## src/sspr_defs.svh

```systemverilog
// Constants for the start-stop five-level print receiver
// What this block does
// - Line current present means marking; no current means spacing, every interval.
// - Each frame carries exactly five information intervals forming one five-bit code.
// - Frame starts with a spacing start interval; its leading edge times sampling.
// - Frame ends with a marking stop interval, sampled only at its centre before the next start.
// - Standard stop lasts 1.42 units, so the frame is 7.42 units.
// - Alternative stop of one unit gives a 7.0 unit frame; both accepted.
// - Each printed graphic advances the print position one character right.
// - Certain non-printing function codes suppress that frame's position advance.
// - Line-advance code feeds one or two lines per setting; local input also.
// - Each code does print-advance, space (advancing only for the space code), tabulate, or return to margin.
// - Special function fires on one code or an ordered multi-code sequence.
// - Codes reused for special functions still print normally when no match.
// - Ribbon steps after each print; direction flips on spool-empty indication.
// - All-marking code 12345 selects letters case for following codes.
// - Code 12-45 selects figures case for following codes.
`ifndef SSPR_DEFS_SVH
`define SSPR_DEFS_SVH

// ----------------------------------------
// Timing
// ----------------------------------------
`define SSPR_CLK_HZ        40000000
`define SSPR_BAUD_DEF      45
`define SSPR_UNIT_CYC(b)   (`SSPR_CLK_HZ / (b))
`define SSPR_STOP_STD_X100 142
`define SSPR_STOP_ALT_X100 100

// ----------------------------------------
// Codes, interval 1 in bit 0
// ----------------------------------------
`define SSPR_CODE_LTRS     5'h1F
`define SSPR_CODE_FIGS     5'h1B
`define SSPR_CODE_CR       5'h08
`define SSPR_CODE_LF       5'h02
`define SSPR_CODE_SPACE    5'h04
`define SSPR_CODE_BLANK    5'h00
`define SSPR_CODE_TAB_DEF  5'h00
`define SSPR_SEQ_LEN       2

`endif

```

## src/sspr_pkg.sv

```systemverilog
// Types for the start-stop five-level print receiver
package sspr_pkg;
  typedef enum logic [2:0] {
    SSPR_IDLE  = 3'b000,
    SSPR_START = 3'b001,
    SSPR_DATA  = 3'b010,
    SSPR_STOP  = 3'b011,
    SSPR_WAIT  = 3'b100
  } sspr_rx_e;
  typedef enum logic [1:0] {
    SSPR_ACT_PRINT = 2'b00,
    SSPR_ACT_SPACE = 2'b01,
    SSPR_ACT_TAB   = 2'b10,
    SSPR_ACT_CR    = 2'b11
  } sspr_act_e;
endpackage

```

## src/sspr_buf2.sv

```systemverilog
// Two-entry buffer between frame receiver and decoder
`timescale 1ns/1ps
module sspr_buf2 #(
  parameter int WIDTH = 5
) (
  // Clock and reset
  input  wire logic             mclk,
  input  wire logic             nrst,
  // Fill side
  input  wire logic             inValid,
  output logic                  inReady,
  input  wire logic [WIDTH-1:0] inData,
  // Drain side
  output logic                  outValid,
  input  wire logic             outReady,
  output logic      [WIDTH-1:0] outData
);
  logic [WIDTH-1:0] mem_reg [2];
  logic             wrPtr_reg;
  logic             rdPtr_reg;
  logic [1:0]       count_reg;
  wire              doPush = inValid && inReady;
  wire              doPop  = outValid && outReady;

  assign inReady  = (count_reg != 2'd2);
  assign outValid = (count_reg != 2'd0);
  assign outData  = mem_reg[rdPtr_reg];

  always_ff @(posedge mclk or negedge nrst) begin
    if (!nrst) begin
      mem_reg[0] <= '0;
      mem_reg[1] <= '0;
      wrPtr_reg  <= 1'b0;
      rdPtr_reg  <= 1'b0;
      count_reg  <= 2'd0;
    end else begin
      if (doPush) begin
        mem_reg[wrPtr_reg] <= inData;
        wrPtr_reg          <= ~wrPtr_reg;
      end
      if (doPop)
        rdPtr_reg <= ~rdPtr_reg;
      count_reg <= count_reg + {1'b0, doPush} - {1'b0, doPop};
    end
  end
endmodule

```

## src/sspr_receiver.sv

```systemverilog
// Start-stop five-level print receiver: frame capture, case shift, actions
`timescale 1ns/1ps
`include "sspr_defs.svh"
module sspr_receiver #(
  parameter int       BAUD     = `SSPR_BAUD_DEF,
  parameter int       UNIT_CYC = `SSPR_UNIT_CYC(BAUD),
  parameter int       SEQ_LEN  = `SSPR_SEQ_LEN,
  parameter logic [9:0] SEQ_CODES = 10'h0_0C2
) (
  // Clock and reset
  input  wire logic                   mclk,
  input  wire logic                   nrst,
  // Signal line, high while loop current flows
  input  wire logic                   lineCurrent,
  // Configuration and local controls
  input  wire logic                   stopShort,
  input  wire logic                   doubleFeed,
  input  wire logic                   tabFitted,
  input  wire logic                   localLineFeed,
  input  wire logic                   spoolEmpty,
  // Mechanism command stream
  output logic                        actValid,
  input  wire logic                   actReady,
  output sspr_pkg::sspr_act_e         actKind,
  output logic                        [4:0] actCode,
  output logic                        actFigures,
  output logic                        actAdvance,
  // Auxiliary mechanism strobes and status levels
  output logic                        lineFeedPulse,
  output logic                        [1:0] lineFeedCount,
  output logic                        ribbonStep,
  output logic                        ribbonReverse,
  output logic                        specialFunc,
  output logic                        figuresCase,
  output logic                        frameError
);
  import sspr_pkg::*;

  // ----------------------------------------
  // Line synchroniser
  // ----------------------------------------
  logic lineMeta_reg;
  logic lineSync_reg;
  always_ff @(posedge mclk or negedge nrst) begin
    if (!nrst) begin
      lineMeta_reg <= 1'b1;
      lineSync_reg <= 1'b1;
    end else begin
      lineMeta_reg <= lineCurrent;
      lineSync_reg <= lineMeta_reg;
    end
  end
  wire marking = lineSync_reg;

  // ----------------------------------------
  // Frame receiver
  // ----------------------------------------
  localparam int CW       = 32;
  localparam int HALF_CYC = UNIT_CYC / 2;
  // Stop length is checked only to its centre, so both patterns pass
  localparam int STOP_STD = (UNIT_CYC * `SSPR_STOP_STD_X100) / 100;
  localparam int STOP_ALT = (UNIT_CYC * `SSPR_STOP_ALT_X100) / 100;

  sspr_rx_e        rxState_reg;
  logic [CW-1:0]   timer_reg;
  logic [2:0]      bitIdx_reg;
  logic [4:0]      shift_reg;
  logic            frameDone_reg;
  logic            frameError_reg;
  logic            pushValid;
  logic            pushReady;

  wire [CW-1:0] stopCyc   = stopShort ? CW'(STOP_ALT) : CW'(STOP_STD);
  wire          timerDone = (timer_reg == '0);

  always_ff @(posedge mclk or negedge nrst) begin
    if (!nrst) begin
      rxState_reg    <= SSPR_IDLE;
      timer_reg      <= '0;
      bitIdx_reg     <= 3'd0;
      shift_reg      <= 5'h0_0;
      frameDone_reg  <= 1'b0;
      frameError_reg <= 1'b0;
    end else begin
      frameDone_reg  <= 1'b0;
      frameError_reg <= 1'b0;
      if (!timerDone)
        timer_reg <= timer_reg - CW'(1);
      unique case (rxState_reg)
        SSPR_IDLE: if (!marking) begin
          rxState_reg <= SSPR_START;
          timer_reg   <= CW'(HALF_CYC - 1);
        end
        SSPR_START: if (timerDone) begin
          if (marking) begin
            rxState_reg <= SSPR_IDLE; // Glitch, not a start interval
          end else begin
            rxState_reg <= SSPR_DATA;
            bitIdx_reg  <= 3'd0;
            timer_reg   <= CW'(UNIT_CYC - 1);
          end
        end
        SSPR_DATA: if (timerDone) begin
          shift_reg <= {marking, shift_reg[4:1]};
          timer_reg <= CW'(UNIT_CYC - 1);
          if (bitIdx_reg == 3'd4) begin
            rxState_reg <= SSPR_STOP;
            timer_reg   <= (stopCyc >> 1) + CW'(HALF_CYC) - CW'(1);
          end else
            bitIdx_reg <= bitIdx_reg + 3'd1;
        end
        SSPR_STOP: if (timerDone) begin
          if (marking) begin
            frameDone_reg <= 1'b1;
            rxState_reg   <= SSPR_IDLE;
          end else begin
            frameError_reg <= 1'b1;
            rxState_reg    <= SSPR_WAIT;
          end
        end
        SSPR_WAIT: if (marking)
          rxState_reg <= SSPR_IDLE;
        default: rxState_reg <= SSPR_IDLE;
      endcase
    end
  end
  assign pushValid  = frameDone_reg;
  assign frameError = frameError_reg;

  // ----------------------------------------
  // Buffer
  // ----------------------------------------
  logic       codeValid;
  logic       codeReady;
  logic [4:0] code;
  // A single-cycle push; two slots cover a decoder stalled for one frame
  sspr_buf2 #(.WIDTH(5)) uBuf (
    .mclk     (mclk),
    .nrst     (nrst),
    .inValid  (pushValid),
    .inReady  (pushReady),
    .inData   (shift_reg),
    .outValid (codeValid),
    .outReady (codeReady),
    .outData  (code)
  );

  // ----------------------------------------
  // Decode
  // ----------------------------------------
  logic       figures_reg;
  logic [4:0] seqHist_reg;
  logic       ribbonDir_reg;
  logic       spoolPrev_reg;
  logic       outValid_reg;
  sspr_act_e  outKind_reg;
  logic [4:0] outCode_reg;
  logic       outFig_reg;
  logic       outAdv_reg;
  logic       lfPulse_reg;
  logic [1:0] lfCount_reg;
  logic       ribStep_reg;
  logic       special_reg;

  wire take      = codeValid && codeReady;
  assign codeReady = !outValid_reg || actReady;
  wire isLtrs    = (code == `SSPR_CODE_LTRS);
  wire isFigs    = (code == `SSPR_CODE_FIGS);
  wire isCr      = (code == `SSPR_CODE_CR);
  wire isLf      = (code == `SSPR_CODE_LF);
  wire isSpace   = (code == `SSPR_CODE_SPACE);
  wire isTab     = tabFitted && figures_reg && (code == `SSPR_CODE_TAB_DEF);
  wire singleHit = (code == `SSPR_CODE_BLANK);
  wire seqHit    = (SEQ_LEN > 1) && (seqHist_reg == SEQ_CODES[4:0])
                   && (code == SEQ_CODES[9:5]);
  wire nonPrint  = isLtrs || isFigs || isCr || isLf || singleHit;
  wire printable = !nonPrint && !isSpace && !isTab && !seqHit;
  wire spoolRise = spoolEmpty && !spoolPrev_reg;
  wire anyFeed   = (take && isLf) || localLineFeed;

  sspr_act_e kindNext;
  assign kindNext = isCr ? SSPR_ACT_CR : isTab ? SSPR_ACT_TAB :
                    printable ? SSPR_ACT_PRINT : SSPR_ACT_SPACE;

  always_ff @(posedge mclk or negedge nrst) begin
    if (!nrst) begin
      figures_reg   <= 1'b0;
      seqHist_reg   <= 5'h0_0;
      ribbonDir_reg <= 1'b0;
      spoolPrev_reg <= 1'b0;
      outValid_reg  <= 1'b0;
      outKind_reg   <= SSPR_ACT_SPACE;
      outCode_reg   <= 5'h0_0;
      outFig_reg    <= 1'b0;
      outAdv_reg    <= 1'b0;
      lfPulse_reg   <= 1'b0;
      lfCount_reg   <= 2'd0;
      ribStep_reg   <= 1'b0;
      special_reg   <= 1'b0;
    end else begin
      spoolPrev_reg <= spoolEmpty;
      if (spoolRise)
        ribbonDir_reg <= ~ribbonDir_reg;
      lfPulse_reg <= anyFeed;
      if (anyFeed)
        lfCount_reg <= doubleFeed ? 2'd2 : 2'd1;
      ribStep_reg <= take && printable;
      special_reg <= take && (seqHit || singleHit);
      if (actReady)
        outValid_reg <= 1'b0;
      if (take) begin
        if (isLtrs)
          figures_reg <= 1'b0;
        else if (isFigs)
          figures_reg <= 1'b1;
        seqHist_reg  <= code;
        outValid_reg <= 1'b1;
        outKind_reg  <= kindNext;
        outCode_reg  <= code;
        outFig_reg   <= figures_reg;
        outAdv_reg   <= !nonPrint && !isTab && !seqHit;
      end
    end
  end

  assign actValid      = outValid_reg;
  assign actKind       = outKind_reg;
  assign actCode       = outCode_reg;
  assign actFigures    = outFig_reg;
  assign actAdvance    = outAdv_reg;
  assign lineFeedPulse = lfPulse_reg;
  assign lineFeedCount = lfCount_reg;
  assign ribbonStep    = ribStep_reg;
  assign ribbonReverse = ribbonDir_reg;
  assign specialFunc   = special_reg;
  assign figuresCase   = figures_reg;
endmodule

```

## config.mk

```make
export PLATFORM = sky130hd
export DESIGN_NAME = sspr_receiver
export DESIGN_NICKNAME = d
export VERILOG_FILES = /design/src/sspr_pkg.sv /design/src/sspr_buf2.sv /design/src/sspr_receiver.sv
export VERILOG_INCLUDE_DIRS = /design/src
export SDC_FILE = /design/constraint.sdc
export NUM_CORES = 1
export LEC_CHECK = 0
export BUFFER_PORTS_ARGS = -buffer_cell sky130_fd_sc_hd__buf_2
export CAP_MARGIN = 25
export CORE_UTILIZATION = 44
export CTS_CLUSTER_DIAMETER = 200
export DETAILED_ROUTE_END_ITERATION = 16
export PLACE_DENSITY = 0.7
export SKIP_CTS_REPAIR_TIMING = 1
export SLEW_MARGIN = 30
export SYNTH_ARGS = -nofsm -noshare
export SYNTH_HDL_FRONTEND = slang
export SYNTH_SLANG_ARGS = --single-unit
```

## constraint.sdc

```tcl
create_clock -name mclk -period 4 [get_ports mclk]
set_input_delay 0.4 -clock mclk [delete_from_list [all_inputs] [get_ports mclk]]
set_output_delay 0.4 -clock mclk [all_outputs]
set_load 0.005 [all_outputs]
```

# Yosys cells after proc, flatten, opt, wreduce, memory -nomap -nowiden
# Cells that the tools add are included.
[totals]
reg_bits = 79
input_bits = 9
output_inout_bits = 18
[classes]
addsub = 6
magnitude_cmp = 3
n_eq_ne = 21
muxes = 42
n_bitwise = 5
n_reduce_logical = 39
[ops]
columns = ["op", "n"]
rows = [
  ["2-to-1 mux 32 bit", 6],
  ["case mux 32 bit (3 select lines)", 1],
  ["2-to-1 mux 3 bit", 11],
  ["logical NOT 32 bit", 1],
  ["subtractor 32 x 1 -> 32 bit, second input constant", 1],
  ["subtractor 21 x 1 -> 22 bit, second input constant", 1],
  ["adder 20 x 19 -> 21 bit, second input constant", 1],
  ["2-to-1 mux 21 bit", 1],
  ["2-to-1 mux 5 bit", 4],
  ["!= test 2 bit, second input constant", 9],
  ["logical AND 1 bit", 15],
  ["case mux 3 bit (5 select lines)", 1],
  ["2-to-1 mux 1 bit", 11],
  ["bitwise mux 10 bit", 1],
  ["equality test 5 x 2 -> 1 bit, second input constant", 2],
  ["equality test 5 x 3 -> 1 bit, second input constant", 2],
  ["equality test 5 bit, second input constant", 2],
  ["2-to-1 mux 2 bit", 4],
  ["nonzero test 2 bit", 4],
  ["logical OR 1 bit", 7],
  ["equality test 3 x 2 -> 1 bit, second input constant", 2],
  ["equality test 3 bit, second input constant", 2],
  ["logical NOT 1 bit", 6],
  ["case mux 3 bit (2 select lines)", 1],
  ["15 further kinds", 20],
]

# Logic depth before layout (Yosys ltp)
[depth]
depth_word = 16
ltp_mapped = 12
ltp_nobuf = 11

# Hierarchy
# From an unflattened synthesis, not the netlist that was laid out.
[hier_totals]
hier_cells = 422
hier_area_um2 = 4232.8
[modules_own_cells]
columns = ["mod", "instances", "cells_each", "area_per_inst_um2", "seq_area_each_um2"]
rows = [
  ["sspr_receiver", 1, 377, 3535.9, 1630.3],
  ["sspr_buf2", 1, 45, 696.9, 350.3],
]

# Least setup slack after synthesis
# Ideal clock, no wire load.
[synth_timing]
path_type = "reg-to-reg"
start = "reg timer_reg[5]"
end = "reg timer_reg[0]"
setup_time_ns = 0.130
arrival_time_ns = 2.255
setup_slack_ns = 1.615
stages_incl_launch_ff = 12
path_buffers = 1
path_cell_list = "dfrtp_1 -> nor4_4 -> and3_1 -> nand3_2 -> buf_6 -> nor2_8 -> inv_4 -> ha_1 -> nand2_1 -> o31ai_1 -> a22oi_1 -> o21ai_0"
[synth_between]
elab_chain_cells = 5
word_cells_on_any_way = 7
classes_between = "mux: 6; reduce/logical: 1"
[synth_rtl]
columns = ["item", "line", "text"]
rows = [
  ["from (decl)", "sspr_receiver.sv:65", "logic [CW-1:0] timer_reg;"],
  ["from (signal assigned)", "sspr_receiver.sv:88", "timer_reg <= timer_reg - CW'(1);"],
  ["from (signal assigned)", "sspr_receiver.sv:92", "timer_reg <= CW'(HALF_CYC - 1);"],
  ["from (signal assigned)", "sspr_receiver.sv:100", "timer_reg <= CW'(UNIT_CYC - 1);"],
  ["logical NOT 32 bit (*)", "sspr_receiver.sv:74", "wire timerDone = (timer_reg == '0);"],
  ["2-to-1 mux 32 bit", "sspr_receiver.sv:87", "if (!timerDone)"],
  ["2-to-1 mux 32 bit", "sspr_receiver.sv:95", "if (marking) begin"],
  ["2-to-1 mux 32 bit", "sspr_receiver.sv:94", "SSPR_START: if (timerDone) begin"],
  ["case mux 32 bit (3 select lines) (*)", "sspr_receiver.sv:89", "unique case (rxState_reg)"],
]
# Mark *: on every way between the ends. The rest lies on a longest branch, timed or not.
# A chain may end at the register's enable or synchronous reset.

# Final worst setup path
[layout_timing]
start = "reg timer_reg[5]"
end = "reg timer_reg[20]"
[layout_between]
elab_chain_cells = 5
word_cells_on_any_way = 8
classes_between = "add/sub: 1; mux: 6; reduce/logical: 1"
[layout_rtl]
columns = ["item", "line"]
rows = [
  ["subtractor 32 x 1 -> 32 bit / logical NOT 32 bit (equally long branches)", "sspr_receiver.sv:88, sspr_receiver.sv:74"],
  ["2-to-1 mux 32 bit", "sspr_receiver.sv:87"],
  ["2-to-1 mux 32 bit", "sspr_receiver.sv:95"],
  ["2-to-1 mux 32 bit", "sspr_receiver.sv:94"],
  ["case mux 32 bit (3 select lines) (*)", "sspr_receiver.sv:89"],
]
# Marked as above.

==> flow_summary.ini <==
[clocking]
htree_levels = 3
clk_path_buf_depth = 2
numCtsBuffers = 9
clk_pin_slew_ps = 100
numClockSinks = 79
root_buffer = clkbuf_8
cts_tree = yes
clock_latency_ps = 360

[route]
drc = 0
drt_first_pass_iters = 4
vias = 3055
vias_per_cell = 5.732
drt-initial-drc-count = 184
wl_per_cell_um = 15.73
drtAntennaViolNets = 0
finalWirelength_mm = 8.384

[synth]
syn_nets = 408
ys_ff_latch = 79
avgSynthCellArea_sq_um = 10.46
yosysSeqAreaShare = 0.4819
netlist-cell-type-count = 68
yosysWarnings = 0
synthesis.area_sq_um = 4110
syn-instance-count = 393
synth_edf_count = 0
async_reset_ff_frac = 1.000
ys.flop_type = dfrtp_1

[global_routing]
overflow = 0
grt_pass1_vias = 3107
track_usage = 0.1917
antenna_found_initial = 0
grt_start_max_net_pins = 80
grt_pass1_wl_mm = 14.70

[sta]
maxSlewViolCount = 0
finalSetupTns_ps = 0
skew_ps = 13.83
min_period_ps = 2988
tightest_slew_ps = 881.5
hold_violations = 0
final-setup-viol-count = 0
timing.slew.headroom = 0.4103
rsz0062_at_grt = no
fmax_mhz = 334.7
period_share = 0.7470
fin_ws_ps = 1012

[layout]
drive_gt1_frac = 0.1929
fin_nets = 435
fin_area_sq_um = 4534
n_antenna_cell = 0
synthToLayoutAreaGrowth_pct = 10.32
fin_cells = 533
layout_common_cells = dfrtp_1, nor2_1, nand2_1, buf_2, o21ai_0
largest_reg_flops = 32
nFillCells = 800
layout_commonest_cell = dfrtp_1

[run]
maxCapViolCount = 0

[placement]
placed_cell_area_sq_um = 4323
port_buffers = 26
dp_cells = 517
pre_cts_slack_ps = 1035
place_hpwl_mm = 5.817
gp_congestion = 0.8687

[power]
vdd_ir_drop_max_uv = 164.2
p_leak_uw = 0.002017
power.total_uw = 1738
cellPowerDensity_nw_per_um2 = 383.3

[critical_path]
cp-start-kind = flop
arrival_ps = 3200
end_kind = flop
crit_type = reg -> reg
cp.required_ps = 4220
cp_max_fo = 16

[die]
core_sq_um = 8891
die_x_um = 98.65
start_util = 0.4623
dieArea_sq_um = 9732
die_y_um = 98.65
row_count = 34
num_io_pins = 27

[hold_path]
holdCritPathClass = in -> async

[outcome]
outcome = finished, final reports clean
-- final cells by class --
cell class	instances	area (sq um)	share of cell area
repair buffers	26	136.4	0.03008
clock inverters	7	83.83	0.01849
clock buffers	9	123.9	0.02732
well taps	108	135.1	0.02980
multi-input cells	289	2016	0.4445
flip-flops and latches	79	1981	0.4368
inverters	15	58.81	0.01297
-- worst paths after layout --
path / endpoint / slack [ps] / startpoint / depth (start not counted)
max: timer_reg[20]$_DFF_PN0_ / 1010 / timer_reg[5]$_DFF_PN0_ / 6
min: actCode[1]$_DFFE_PN0P_ / 60 / nrst / 1
max reg2reg: timer_reg[20]$_DFF_PN0_ / 1010 / timer_reg[5]$_DFF_PN0_ / 6
min reg2reg: lineSync_reg$_DFF_PN1_ / 360 / lineMeta_reg$_DFF_PN1_ / 0
max in group asynchronous: timer_reg[16]$_DFF_PN0_ / 3470 / nrst / 1
min in group mclk: lineMeta_reg$_DFF_PN1_ / 130 / lineCurrent / 1
-- critical path: stages (launching register included) --
cell and delay (ps):
dfrtp_1 430, nor4_4 540, and3_1 320, nand3_2 300
o41ai_4 890, and2_1 290, a211oi_1 70
-- routing by layer --
layer,GRT usage,vias to the layer above,wire [um]
li1,-,1464,-
met5,0,-,0
met4,0.06774,0,89
met3,0.05248,10,364
met1,0.2512,1492,3850
met2,0.3072,89,4080
-- where the power goes --
| group | internal, uW | leakage [uW] | total (uW) | switching [uW] |
|---|---|---|---|---|
| Sequential | 852 | 0.000994 | 900 | 48.6 |
| Combinational | 91.2 | 0.000920 | 210 | 119 |
| Clock | 300 | 0.000103 | 628 | 327 |
-- cell families after synthesis --
kind of cell / Yosys count / share of synthesized area
and+or+nand+nor: 158 / 0.2180
DFF: 79 / 0.4819
AOI/OAI and AO/OA: 69 / 0.1196
xor gates and xnor gates: 29 / 0.06180
muxes: 27 / 0.07184
buffers and inverters: 25 / 0.02862
adders and majority gates: 6 / 0.01826
-- cells in the mapped netlist (7+ instances only) --
| master | n | area (sq um) |
|---|---|---|
| dfrtp_1 | 76 | 1902 |
| nand2b_1 | 7 | 43.79 |
| o211ai_1 | 7 | 52.55 |
| xnor2_1 | 13 | 113.9 |
| inv_1 | 14 | 52.55 |
| mux2i_1 | 7 | 70.07 |
| nand3_1 | 11 | 55.05 |
| nor3_1 | 12 | 60.06 |
| nor2_1 | 41 | 153.9 |
| o21ai_0 | 19 | 95.09 |
| xor2_1 | 16 | 140.1 |
| a21oi_1 | 9 | 45.04 |
| nand2_1 | 39 | 146.4 |
| mux2_2 | 15 | 168.9 |
-- through the flow --
stage | hold slack, ps | util
3_5_place_dp | 351.6 | 0.4862
5_1_grt | 97.29 | 0.5100
4_1_cts | 112.5 | 0.5096
3_3_place_gp | 349.5 | 0.4858
6_report | 60.12 | 0.5100
2_1_floorplan | 104.4 | -
(Power assumes the default switching activity.)
